`src/tps_pkg.sv`:
```
// constants shared by the tilt position scaling block
package tps_pkg;

  // ==========================================================
  // object dictionary indices
  localparam logic [15:0] TPS_IDX_RES = 16'h6000;
  localparam logic [15:0] TPS_IDX_LONG_VAL = 16'h6010;
  localparam logic [15:0] TPS_IDX_LONG_OP = 16'h6011;
  localparam logic [15:0] TPS_IDX_LONG_PRESET = 16'h6012;
  localparam logic [15:0] TPS_IDX_LONG_OFS = 16'h6013;
  localparam logic [15:0] TPS_IDX_LONG_DIFF = 16'h6014;
  localparam logic [15:0] TPS_IDX_LAT_VAL = 16'h6020;
  localparam logic [15:0] TPS_IDX_LAT_OP = 16'h6021;
  localparam logic [15:0] TPS_IDX_LAT_PRESET = 16'h6022;
  localparam logic [15:0] TPS_IDX_LAT_OFS = 16'h6023;
  localparam logic [15:0] TPS_IDX_LAT_DIFF = 16'h6024;
  localparam logic [15:0] TPS_IDX_LONG_PRESET_W = 16'h6112;
  localparam logic [15:0] TPS_IDX_LAT_PRESET_W = 16'h6122;
  localparam logic [15:0] TPS_IDX_PRESET_X = 16'h2600;
  localparam logic [15:0] TPS_IDX_PRESET_Y = 16'h2601;

  // ==========================================================
  // resolution codes and scaling
  localparam logic [15:0] TPS_RES_CODE_1 = 16'h0001;
  localparam logic [15:0] TPS_RES_CODE_0_1 = 16'h0002;
  localparam logic [15:0] TPS_RES_CODE_0_01 = 16'h000A;
  localparam logic [15:0] TPS_RES_RESET = 16'h000A;
  localparam logic signed [15:0] TPS_SCALE_1 = 16'sh0064;
  localparam logic signed [15:0] TPS_SCALE_0_1 = 16'sh000A;
  localparam logic signed [15:0] TPS_SCALE_0_01 = 16'sh0001;
  // all angles are kept internally in 0.01 degree steps
  localparam logic signed [15:0] TPS_LIMIT_FINE = 16'sh1F40;

  typedef enum logic [1:0] {
    TPS_RES_1 = 2'b00,
    TPS_RES_0_1 = 2'b01,
    TPS_RES_0_01 = 2'b10
  } tps_res_e;

  // ==========================================================
  // operating parameter layout and two's complement base
  localparam int TPS_OP_INV_BIT = 0;
  localparam int TPS_OP_SCL_BIT = 1;
  localparam logic [7:0] TPS_OP_RESET = 8'h00;
  localparam logic [16:0] TPS_TWO_C16 = 17'h10000;
  localparam logic [15:0] TPS_ZERO16 = 16'h0000;

endpackage : tps_pkg

```
`src/tps_scaling.sv`:
```
// tilt position scaling: per-axis arithmetic and object dictionary access

// ==========================================================
// one axis: inversion, offsets, clamp
module tps_axis
  import tps_pkg::*;
(
  input wire logic clk,
  input wire logic rst_n,
  input wire logic signed [15:0] phys_i,
  input wire logic sample_i,
  input wire logic [7:0] op_i,
  input wire logic preset_we,
  input wire logic diff_we,
  input wire logic signed [15:0] wfine,
  output logic signed [15:0] tilt_fine_q,
  output logic signed [15:0] offset_q,
  output logic signed [15:0] preset_q,
  output logic signed [15:0] diff_q
);
  logic signed [15:0] phys_q;
  logic signed [15:0] x_mul;
  logic signed [15:0] sum_d;
  logic signed [15:0] tilt_d;
  logic [16:0] neg_w;

  function automatic logic signed [15:0] clampf(input logic signed [15:0] v);
    if (v > TPS_LIMIT_FINE)
      return TPS_LIMIT_FINE;
    else if (v < -TPS_LIMIT_FINE)
      return -TPS_LIMIT_FINE;
    else
      return v;
  endfunction : clampf

  always_ff @(posedge clk or negedge rst_n)
  begin
    if (!rst_n)
      phys_q <= '0;
    else if (sample_i)
      phys_q <= phys_i;
  end

  always_comb
  begin
    neg_w = TPS_TWO_C16 - {1'b0, phys_q};
    x_mul = op_i[TPS_OP_INV_BIT] ? $signed(neg_w[15:0]) : phys_q;
    // sum wraps in 16 bits, as the counts do
    sum_d = op_i[TPS_OP_SCL_BIT] ? x_mul + offset_q + diff_q : x_mul;
    tilt_d = clampf(sum_d);
  end

  always_ff @(posedge clk or negedge rst_n)
  begin
    if (!rst_n)
      tilt_fine_q <= '0;
    else
      tilt_fine_q <= tilt_d;
  end

  // offset latches the sample present at preset time
  always_ff @(posedge clk or negedge rst_n)
  begin
    if (!rst_n)
    begin
      preset_q <= '0;
      offset_q <= '0;
    end
    else if (preset_we)
    begin
      preset_q <= wfine;
      offset_q <= wfine - x_mul;
    end
  end

  always_ff @(posedge clk or negedge rst_n)
  begin
    if (!rst_n)
      diff_q <= '0;
    else if (diff_we)
      diff_q <= wfine;
  end

  plain_out_a: assert property (@(posedge clk) disable iff (!rst_n)
    (op_i[1:0] == 2'b00 && $stable(op_i) && $stable(phys_q)) |-> tilt_fine_q == clampf(phys_q))
    else $error("plain output differs from inclination");
  invert_out_a: assert property (@(posedge clk) disable iff (!rst_n)
    (op_i[1:0] == 2'b01 && $stable(op_i) && $stable(phys_q))
      |-> tilt_fine_q == clampf(-phys_q))
    else $error("inverted output wrong");
  scaled_sum_a: assert property (@(posedge clk) disable iff (!rst_n)
    (op_i[1:0] == 2'b10 && $stable(op_i) && $stable(phys_q) && !preset_we && !diff_we
      && !$past(preset_we) && !$past(diff_we))
      |-> tilt_fine_q == clampf(phys_q + offset_q + diff_q))
    else $error("scaled output is not sum of offsets");
  offset_calc_a: assert property (@(posedge clk) disable iff (!rst_n)
    preset_we ##1 1'b1 |-> offset_q == $past(wfine) - $past(x_mul)
      && preset_q == $past(wfine))
    else $error("offset not preset minus captured inclination");
  diff_store_a: assert property (@(posedge clk) disable iff (!rst_n)
    diff_we |=> diff_q == $past(wfine) ##1 ($past(diff_we) || $stable(diff_q)))
    else $error("differential offset not stored");

endmodule : tps_axis

// ==========================================================
// top: resolution, operating bytes, dictionary access
// Overview of operation
// - resolution setting is 16-bit read/write, default 10 meaning 0.01 degree.
// - longitudinal tilt is read-only signed 16-bit, limited per resolution.
// - lateral tilt is read-only signed 16-bit, limited per resolution.
// - changing resolution rescales presets, offsets and tilts; rounding accepted.
// - longitudinal operating bit 0 negates the inclination before offsets.
// - longitudinal operating bit 1 adds computed and differential offsets.
// - both bits may be set; both clear gives the raw inclination.
// - inversion is two's complement, 10000h minus the value.
// - longitudinal offset recomputed on any longitudinal preset write.
// - offset is preset minus captured inclination times the inversion multiplier.
// - longitudinal offset is read-only signed 16-bit.
// - differential longitudinal offset is writable, added only while scaling.
// - longitudinal preset signed 16-bit, default 0, range limited per resolution.
// - lateral operating byte, default 00, bit 0 inverts, bit 1 adds offsets.
// - lateral scaled output is inclination times multiplier plus both offsets.
// - lateral offset is lateral preset minus captured inclination times multiplier.
// - lateral offset recomputed on any lateral preset write.
module tps_scaling
  import tps_pkg::*;
(
  input wire logic clk,
  input wire logic rst_n,
  input wire logic signed [15:0] phys_long,
  input wire logic signed [15:0] phys_lat,
  input wire logic sample_valid,
  input wire logic od_req,
  input wire logic od_we,
  input wire logic [15:0] od_index,
  input wire logic [15:0] od_wdata,
  output logic od_ack_q,
  output logic od_err_q,
  output logic [15:0] od_rdata_q,
  output logic signed [15:0] longitudinal_tilt_q,
  output logic signed [15:0] lateral_tilt_q
);
  import tps_pkg::*;

  logic [15:0] res_q;
  logic [7:0] long_op_q;
  logic [7:0] lat_op_q;
  tps_res_e sel;
  logic signed [15:0] wfine;
  logic signed [15:0] lim_cur;
  logic preset_ok;
  logic wr;
  logic long_pre_we;
  logic lat_pre_we;
  logic long_diff_we;
  logic lat_diff_we;
  logic res_we;
  logic res_ok;
  logic signed [15:0] long_fine;
  logic signed [15:0] long_ofs;
  logic signed [15:0] long_pre;
  logic signed [15:0] long_diff;
  logic signed [15:0] lat_fine;
  logic signed [15:0] lat_ofs;
  logic signed [15:0] lat_pre;
  logic signed [15:0] lat_diff;
  logic [15:0] rdata_d;
  logic err_d;

  function automatic logic signed [15:0] scale_of(input tps_res_e s);
    case (s)
      TPS_RES_1: return TPS_SCALE_1;
      TPS_RES_0_1: return TPS_SCALE_0_1;
      default: return TPS_SCALE_0_01;
    endcase
  endfunction : scale_of

  // truncation toward zero is the rounding loss on coarse settings
  function automatic logic signed [15:0] from_fine(input logic signed [15:0] v,
                                                   input tps_res_e s);
    return v / scale_of(s);
  endfunction : from_fine

  function automatic logic signed [15:0] to_fine(input logic signed [15:0] v,
                                                 input tps_res_e s);
    logic signed [31:0] p;
    p = v * scale_of(s);
    return p[15:0];
  endfunction : to_fine

  // ==========================================================
  // decode
  always_comb
  begin
    case (res_q)
      TPS_RES_CODE_1: sel = TPS_RES_1;
      TPS_RES_CODE_0_1: sel = TPS_RES_0_1;
      default: sel = TPS_RES_0_01;
    endcase
    res_ok = (od_wdata == TPS_RES_CODE_1) || (od_wdata == TPS_RES_CODE_0_1)
             || (od_wdata == TPS_RES_CODE_0_01);
    wfine = to_fine($signed(od_wdata), sel);
    lim_cur = from_fine(TPS_LIMIT_FINE, sel);
    preset_ok = ($signed(od_wdata) <= lim_cur) && ($signed(od_wdata) >= -lim_cur);
    wr = od_req && od_we;
    res_we = wr && od_index == TPS_IDX_RES && res_ok;
    long_pre_we = wr && preset_ok && (od_index == TPS_IDX_LONG_PRESET
                  || od_index == TPS_IDX_LONG_PRESET_W || od_index == TPS_IDX_PRESET_X);
    lat_pre_we = wr && preset_ok && (od_index == TPS_IDX_LAT_PRESET
                 || od_index == TPS_IDX_LAT_PRESET_W || od_index == TPS_IDX_PRESET_Y);
    long_diff_we = wr && od_index == TPS_IDX_LONG_DIFF;
    lat_diff_we = wr && od_index == TPS_IDX_LAT_DIFF;
  end

  // ==========================================================
  // settings
  always_ff @(posedge clk or negedge rst_n)
  begin
    if (!rst_n)
      res_q <= TPS_RES_RESET;
    else if (res_we)
      res_q <= od_wdata;
  end

  always_ff @(posedge clk or negedge rst_n)
  begin
    if (!rst_n)
    begin
      long_op_q <= TPS_OP_RESET;
      lat_op_q <= TPS_OP_RESET;
    end
    else if (wr && od_index == TPS_IDX_LONG_OP)
      long_op_q <= od_wdata[7:0];
    else if (wr && od_index == TPS_IDX_LAT_OP)
      lat_op_q <= od_wdata[7:0];
  end

  tps_axis u_long (
    .clk(clk),
    .rst_n(rst_n),
    .phys_i(phys_long),
    .sample_i(sample_valid),
    .op_i(long_op_q),
    .preset_we(long_pre_we),
    .diff_we(long_diff_we),
    .wfine(wfine),
    .tilt_fine_q(long_fine),
    .offset_q(long_ofs),
    .preset_q(long_pre),
    .diff_q(long_diff)
  );

  tps_axis u_lat (
    .clk(clk),
    .rst_n(rst_n),
    .phys_i(phys_lat),
    .sample_i(sample_valid),
    .op_i(lat_op_q),
    .preset_we(lat_pre_we),
    .diff_we(lat_diff_we),
    .wfine(wfine),
    .tilt_fine_q(lat_fine),
    .offset_q(lat_ofs),
    .preset_q(lat_pre),
    .diff_q(lat_diff)
  );

  // ==========================================================
  // reported tilts in the current resolution
  always_ff @(posedge clk or negedge rst_n)
  begin
    if (!rst_n)
    begin
      longitudinal_tilt_q <= '0;
      lateral_tilt_q <= '0;
    end
    else
    begin
      longitudinal_tilt_q <= from_fine(long_fine, sel);
      lateral_tilt_q <= from_fine(lat_fine, sel);
    end
  end

  // ==========================================================
  // dictionary read and answer
  always_comb
  begin
    rdata_d = TPS_ZERO16;
    err_d = 1'b0;
    case (od_index)
      TPS_IDX_RES: err_d = od_we && !res_ok;
      TPS_IDX_LONG_VAL: begin rdata_d = longitudinal_tilt_q; err_d = od_we; end
      TPS_IDX_LAT_VAL: begin rdata_d = lateral_tilt_q; err_d = od_we; end
      TPS_IDX_LONG_OP, TPS_IDX_LAT_OP: err_d = 1'b0;
      TPS_IDX_LONG_PRESET, TPS_IDX_LONG_PRESET_W, TPS_IDX_PRESET_X:
      begin
        rdata_d = from_fine(long_pre, sel);
        err_d = od_we && !preset_ok;
      end
      TPS_IDX_LAT_PRESET, TPS_IDX_LAT_PRESET_W, TPS_IDX_PRESET_Y:
      begin
        rdata_d = from_fine(lat_pre, sel);
        err_d = od_we && !preset_ok;
      end
      TPS_IDX_LONG_OFS: begin rdata_d = from_fine(long_ofs, sel); err_d = od_we; end
      TPS_IDX_LAT_OFS: begin rdata_d = from_fine(lat_ofs, sel); err_d = od_we; end
      TPS_IDX_LONG_DIFF: rdata_d = from_fine(long_diff, sel);
      TPS_IDX_LAT_DIFF: rdata_d = from_fine(lat_diff, sel);
      default: err_d = 1'b1;
    endcase
    if (od_index == TPS_IDX_RES)
      rdata_d = res_q;
    else if (od_index == TPS_IDX_LONG_OP)
      rdata_d = {8'h00, long_op_q};
    else if (od_index == TPS_IDX_LAT_OP)
      rdata_d = {8'h00, lat_op_q};
  end

  always_ff @(posedge clk or negedge rst_n)
  begin
    if (!rst_n)
    begin
      od_ack_q <= 1'b0;
      od_err_q <= 1'b0;
      od_rdata_q <= '0;
    end
    else
    begin
      od_ack_q <= od_req;
      od_err_q <= od_req && err_d;
      od_rdata_q <= od_req ? rdata_d : TPS_ZERO16;
    end
  end

  res_write_a: assert property (@(posedge clk) disable iff (!rst_n)
    res_we |=> res_q == $past(od_wdata))
    else $error("resolution write not taken");
  res_refuse_a: assert property (@(posedge clk) disable iff (!rst_n)
    (wr && od_index == TPS_IDX_RES && !res_ok) |=> $stable(res_q) && od_err_q)
    else $error("bad resolution code accepted");
  long_limit_a: assert property (@(posedge clk) disable iff (!rst_n)
    longitudinal_tilt_q <= from_fine(TPS_LIMIT_FINE, sel)
      && longitudinal_tilt_q >= -from_fine(TPS_LIMIT_FINE, sel)
      || $changed(res_q))
    else $error("longitudinal tilt beyond limit");
  lat_limit_a: assert property (@(posedge clk) disable iff (!rst_n)
    ($stable(res_q) |-> lateral_tilt_q <= from_fine(TPS_LIMIT_FINE, sel)
      && lateral_tilt_q >= -from_fine(TPS_LIMIT_FINE, sel)))
    else $error("lateral tilt beyond limit");
  rescale_a: assert property (@(posedge clk) disable iff (!rst_n)
    $changed(res_q) ##1 $stable(res_q) |-> longitudinal_tilt_q == from_fine($past(long_fine), sel))
    else $error("tilt not rescaled");
  preset_range_a: assert property (@(posedge clk) disable iff (!rst_n)
    (wr && od_index == TPS_IDX_LONG_PRESET && !preset_ok) |=> od_err_q && $stable(long_pre))
    else $error("out of range preset accepted");

endmodule : tps_scaling

```
`config.mk`:
```
export PLATFORM = sky130hd
export DESIGN_NAME = tps_scaling
export DESIGN_NICKNAME = d
export VERILOG_FILES = /design/src/tps_pkg.sv /design/src/tps_scaling.sv
export SDC_FILE = /design/constraint.sdc
export NUM_CORES = 1
export LEC_CHECK = 0
export BUFFER_PORTS_ARGS = -buffer_cell sky130_fd_sc_hd__buf_2
export CELL_PAD_IN_SITES_DETAIL_PLACEMENT = 0
export CELL_PAD_IN_SITES_GLOBAL_PLACEMENT = 1
export CORE_UTILIZATION = 45
export CTS_BUF_LIST = sky130_fd_sc_hd__clkbuf_4 sky130_fd_sc_hd__clkbuf_8
export CTS_CLUSTER_DIAMETER = 150
export DETAILED_ROUTE_END_ITERATION = 16
export HOLD_SLACK_MARGIN = 0.02
export MAX_ROUTING_LAYER = met4
export PLACE_DENSITY_LB_ADDON = 0.25
export SYNTH_ARGS = -nofsm -noshare
export SYNTH_HDL_FRONTEND = slang
export SYNTH_SLANG_ARGS = --single-unit
```
`constraint.sdc`:
```
create_clock -name clk -period 69.5 [get_ports clk]
set_input_delay 0 -clock clk [delete_from_list [all_inputs] [get_ports clk]]
set_output_delay 0 -clock clk [all_outputs]
set_load 0.02 [all_outputs]
```
==> flow_metrics.py <==
metrics = {
    "clock_tree": {
        "clockRootBuffer": "clkbuf_8",
        "htree_levels": 2,
        "clockBufferDepth": 3,
        "cts_sinks": 242,
        "cts_buffers": 43,
        "insertion_delay_ps": 620,
        "cts_tree": "built",
        "clk_pin_slew_ps": 50,
        "post_cts_buffers": 0,
    },
    "job": {
        "drv_cap": 0,
    },
    "timing": {
        "rsz0062_at_grt": "false",
        "setup_viol": 0,
        "fin_crit_sh_pct": 54.76,
        "finalClockSkew_ps": 36.83,
        "max_freq_ghz": 0.02628,
        "maxSlewViolCount": 0,
        "fin_ws_ps": 31450,
        "setup_tns_ps": 0,
        "worst_pin_slew_ps": 1148,
        "final.min_clock_period_ps": 38060,
        "finalHoldViolations": 0,
        "slew_headroom_pct": 23.17,
    },
    "floorplan": {
        "die_area_um2": 78290,
        "die_w_um": 279.8,
        "rows": 101,
        "fp.coreArea_um2": 76200,
        "ios": 119,
        "initial_core_util_pct": 45.57,
        "dieHeight_um": 279.8,
    },
    "synthesis": {
        "synth_top_family_by_area": "compound AO/OA/AOI/OAI gates",
        "synth_fa_ha_area_share_pct": 18.12,
        "synth-main-ff-cell": "dfrtp_1",
        "ys_seq_area_share_pct": 17.45,
        "synth_area_um2": 34730,
        "synth-edff-count": 0,
        "yosys.area.top_type_share_pct": 17.29,
        "synth_mux_area_share_pct": 5.246,
        "synth.avg_cell_area_um2": 7.961,
        "synth_seq_cells": 242,
        "async_flop_share_pct": 100.0,
        "syn_inst": 4362,
        "synth-xor-area-share_pct": 7.692,
        "yosys.cell_types.count": 127,
        "synth_area_leader_cell": "dfrtp_1",
        "ys_warn_count": 0,
        "yosys.area_share.simple_pct": 21.02,
        "synth_compound_area_share_pct": 24.67,
        "synthTopCellsByArea": "dfrtp_1 (17%), ha_1 (14%), xnor2_1 (5.1%), fa_1 (4.3%), inv_1 (4.1%)",
    },
    "critical_path": {
        "criticalPathCategory": "input port to flop",
        "path_buf_inv": 6,
        "reg2reg_slack_ps": 31900,
        "crit_arrival_ps": 38500,
        "crit_top_cell": "o21a_1",
        "cpMaxStageDelayCell": "or4b_1",
        "crit_fanout": 17,
        "path_delay_family": "compound AO/OA/AOI/OAI gates",
        "crit_required_ps": 69940,
        "start_kind": "input port",
        "critPathMaxStageDelay_ps": 730,
        "end_kind": "flop",
    },
    "global_routing": {
        "grt_usage_pct": 28.48,
        "grt_pass1_vias": 31250,
        "overflow": 0,
        "grt_pass1_wl_mm": 174.1,
        "grt_max_degree": 115,
        "grt_antenna_before_repair": 5,
    },
    "cells_and_area": {
        "drive_above_1_share_pct": 10.29,
        "final_common_cell": "ha_1",
        "syn2layout_area_growth_pct": 8.802,
        "post-route-util_pct": 49.58,
        "layout.nets": 5019,
        "final_cell_mix": "ha_1 (382), inv_1 (378), nand2_1 (349), nor2_1 (302), o21ai_0 (275)",
    },
    "min_path": {
        "hold_class": "input port to async pin",
    },
    "placement": {
        "portBuffers": 118,
        "dp_hpwl_mm": 86.82,
        "preCtsSetupSlack_ps": 31350,
        "place_congestion": 0.9300,
    },
    "route": {
        "antenna_left": 0,
        "vias_per_cell": 5.905,
        "wl_met1_mm": 52.18,
        "wl_met3_mm": 4.676,
        "wl_per_cell_um": 19.54,
        "drt_first_pass_iters": 7,
        "first_iter_violations": 2440,
        "route.detailed.drc": 0,
        "via_count": 32780,
        "wl_mm": 108.5,
        "top_layer": "met4",
        "routed-wl-met2_mm": 49.24,
    },
    "outcome": {
        "status": "finished, final reports clean",
    },
}
## sequential cells by signal, summed over array words and instances, names as in the netlist, 16 cells and up
register and count:
u_lat.diff_q 16, u_long.preset_q 16, res_q 16, od_rdata_q 16, longitudinal_tilt_q 16, lateral_tilt_q 16, u_long.tilt_fine_q 16, u_lat.tilt_fine_q 16
u_long.offset_q 16, u_long.diff_q 16, u_long.phys_q 16, u_lat.preset_q 16, u_lat.offset_q 16, u_lat.phys_q 16
## kinds of logic after synthesis
group | Yosys count
other | 2
flip-flops | 242
buffers and inverters | 509
adder cells (fa/ha/maj) | 458
AO/OA/AOI/OAI | 1261
XOR/XNOR | 305
multiplexers | 168
AND/OR/NAND/NOR | 1417
## area by class of cell
type | count | area [um2]
Fill cell | 7566 | 38420
Multi-Input combinational cell | 3616 | 26710
Sequential cell | 242 | 6058
Inverter | 383 | 1441
Timing Repair Buffer | 207 | 1396
Tap cell | 1030 | 1289
Clock buffer | 60 | 769.5
Clock inverter | 12 | 111.4
Antenna cell | 2 | 5.005
## stage by stage
step	instance area (um2)	std cells	hold WS, ps
2_1_floorplan	34750	4367	-295.6
3_3_place_gp	36390	5427	146.5
3_5_place_dp	36390	5427	147.5
4_1_cts	37780	5550	26.21
5_1_grt	37780	5552	73.68
6_report	37780	5552	56.77
## cell usage after synthesis (14+ instances only)
library cell	number
ha_1	382
inv_1	381
nand2_1	352
nor2_1	302
o21ai_0	275
a21oi_1	241
dfrtp_1	240
xnor2_1	203
nor3_1	140
a21o_1	108
mux2_2	106
o21a_1	105
xor2_1	102
nand3_1	92
clkbuf_1	78
fa_1	75
or3_1	65
o31ai_1	64
and2_1	59
mux2i_1	59
nand2b_1	58
nand4_1	58
o211ai_1	43
o21bai_1	40
nor2b_1	39
or2_2	39
a22oi_1	38
a31oi_1	37
nor4_1	35
and3_1	33
or4_1	32
o31a_1	24
a211oi_1	22
buf_2	22
a222oi_1	19
o22ai_1	19
o41ai_1	17
o211a_1	15
and4_1	14
nor4b_1	14
## final timing paths
path,startpoint,endpoint,cells past startpoint
worst max-delay path,od_index[11],od_rdata_q[12],157
worst min-delay path,rst_n,u_long.phys_q[6],2
worst min register to register,u_long.preset_q[9],u_long.preset_q[9],2
worst max register to register,u_long.offset_q[7],od_rdata_q[12],155
max in group asynchronous,rst_n,od_rdata_q[11],3
min in group clk,sample_valid,u_lat.phys_q[13],2
## repair_timing
item	4_1_cts	5_1_grt
hold buffers	51	0
endpoints found under the hold margin	170	0
gates resized for setup	0	0
## routing by layer
| metal | GRT usage (%) | up-vias |
|---|---|---|
| met2 | 45.42 | 787 |
| met4 | 6.193 | 0 |
| met3 | 2.477 | 123 |
| li1 | - | 16210 |
| met1 | 39.14 | 15670 |
| met5 | - | - |
Power is not shown: default switching activity piles up to over one toggle a cycle in this logic, so the estimate is an artifact.
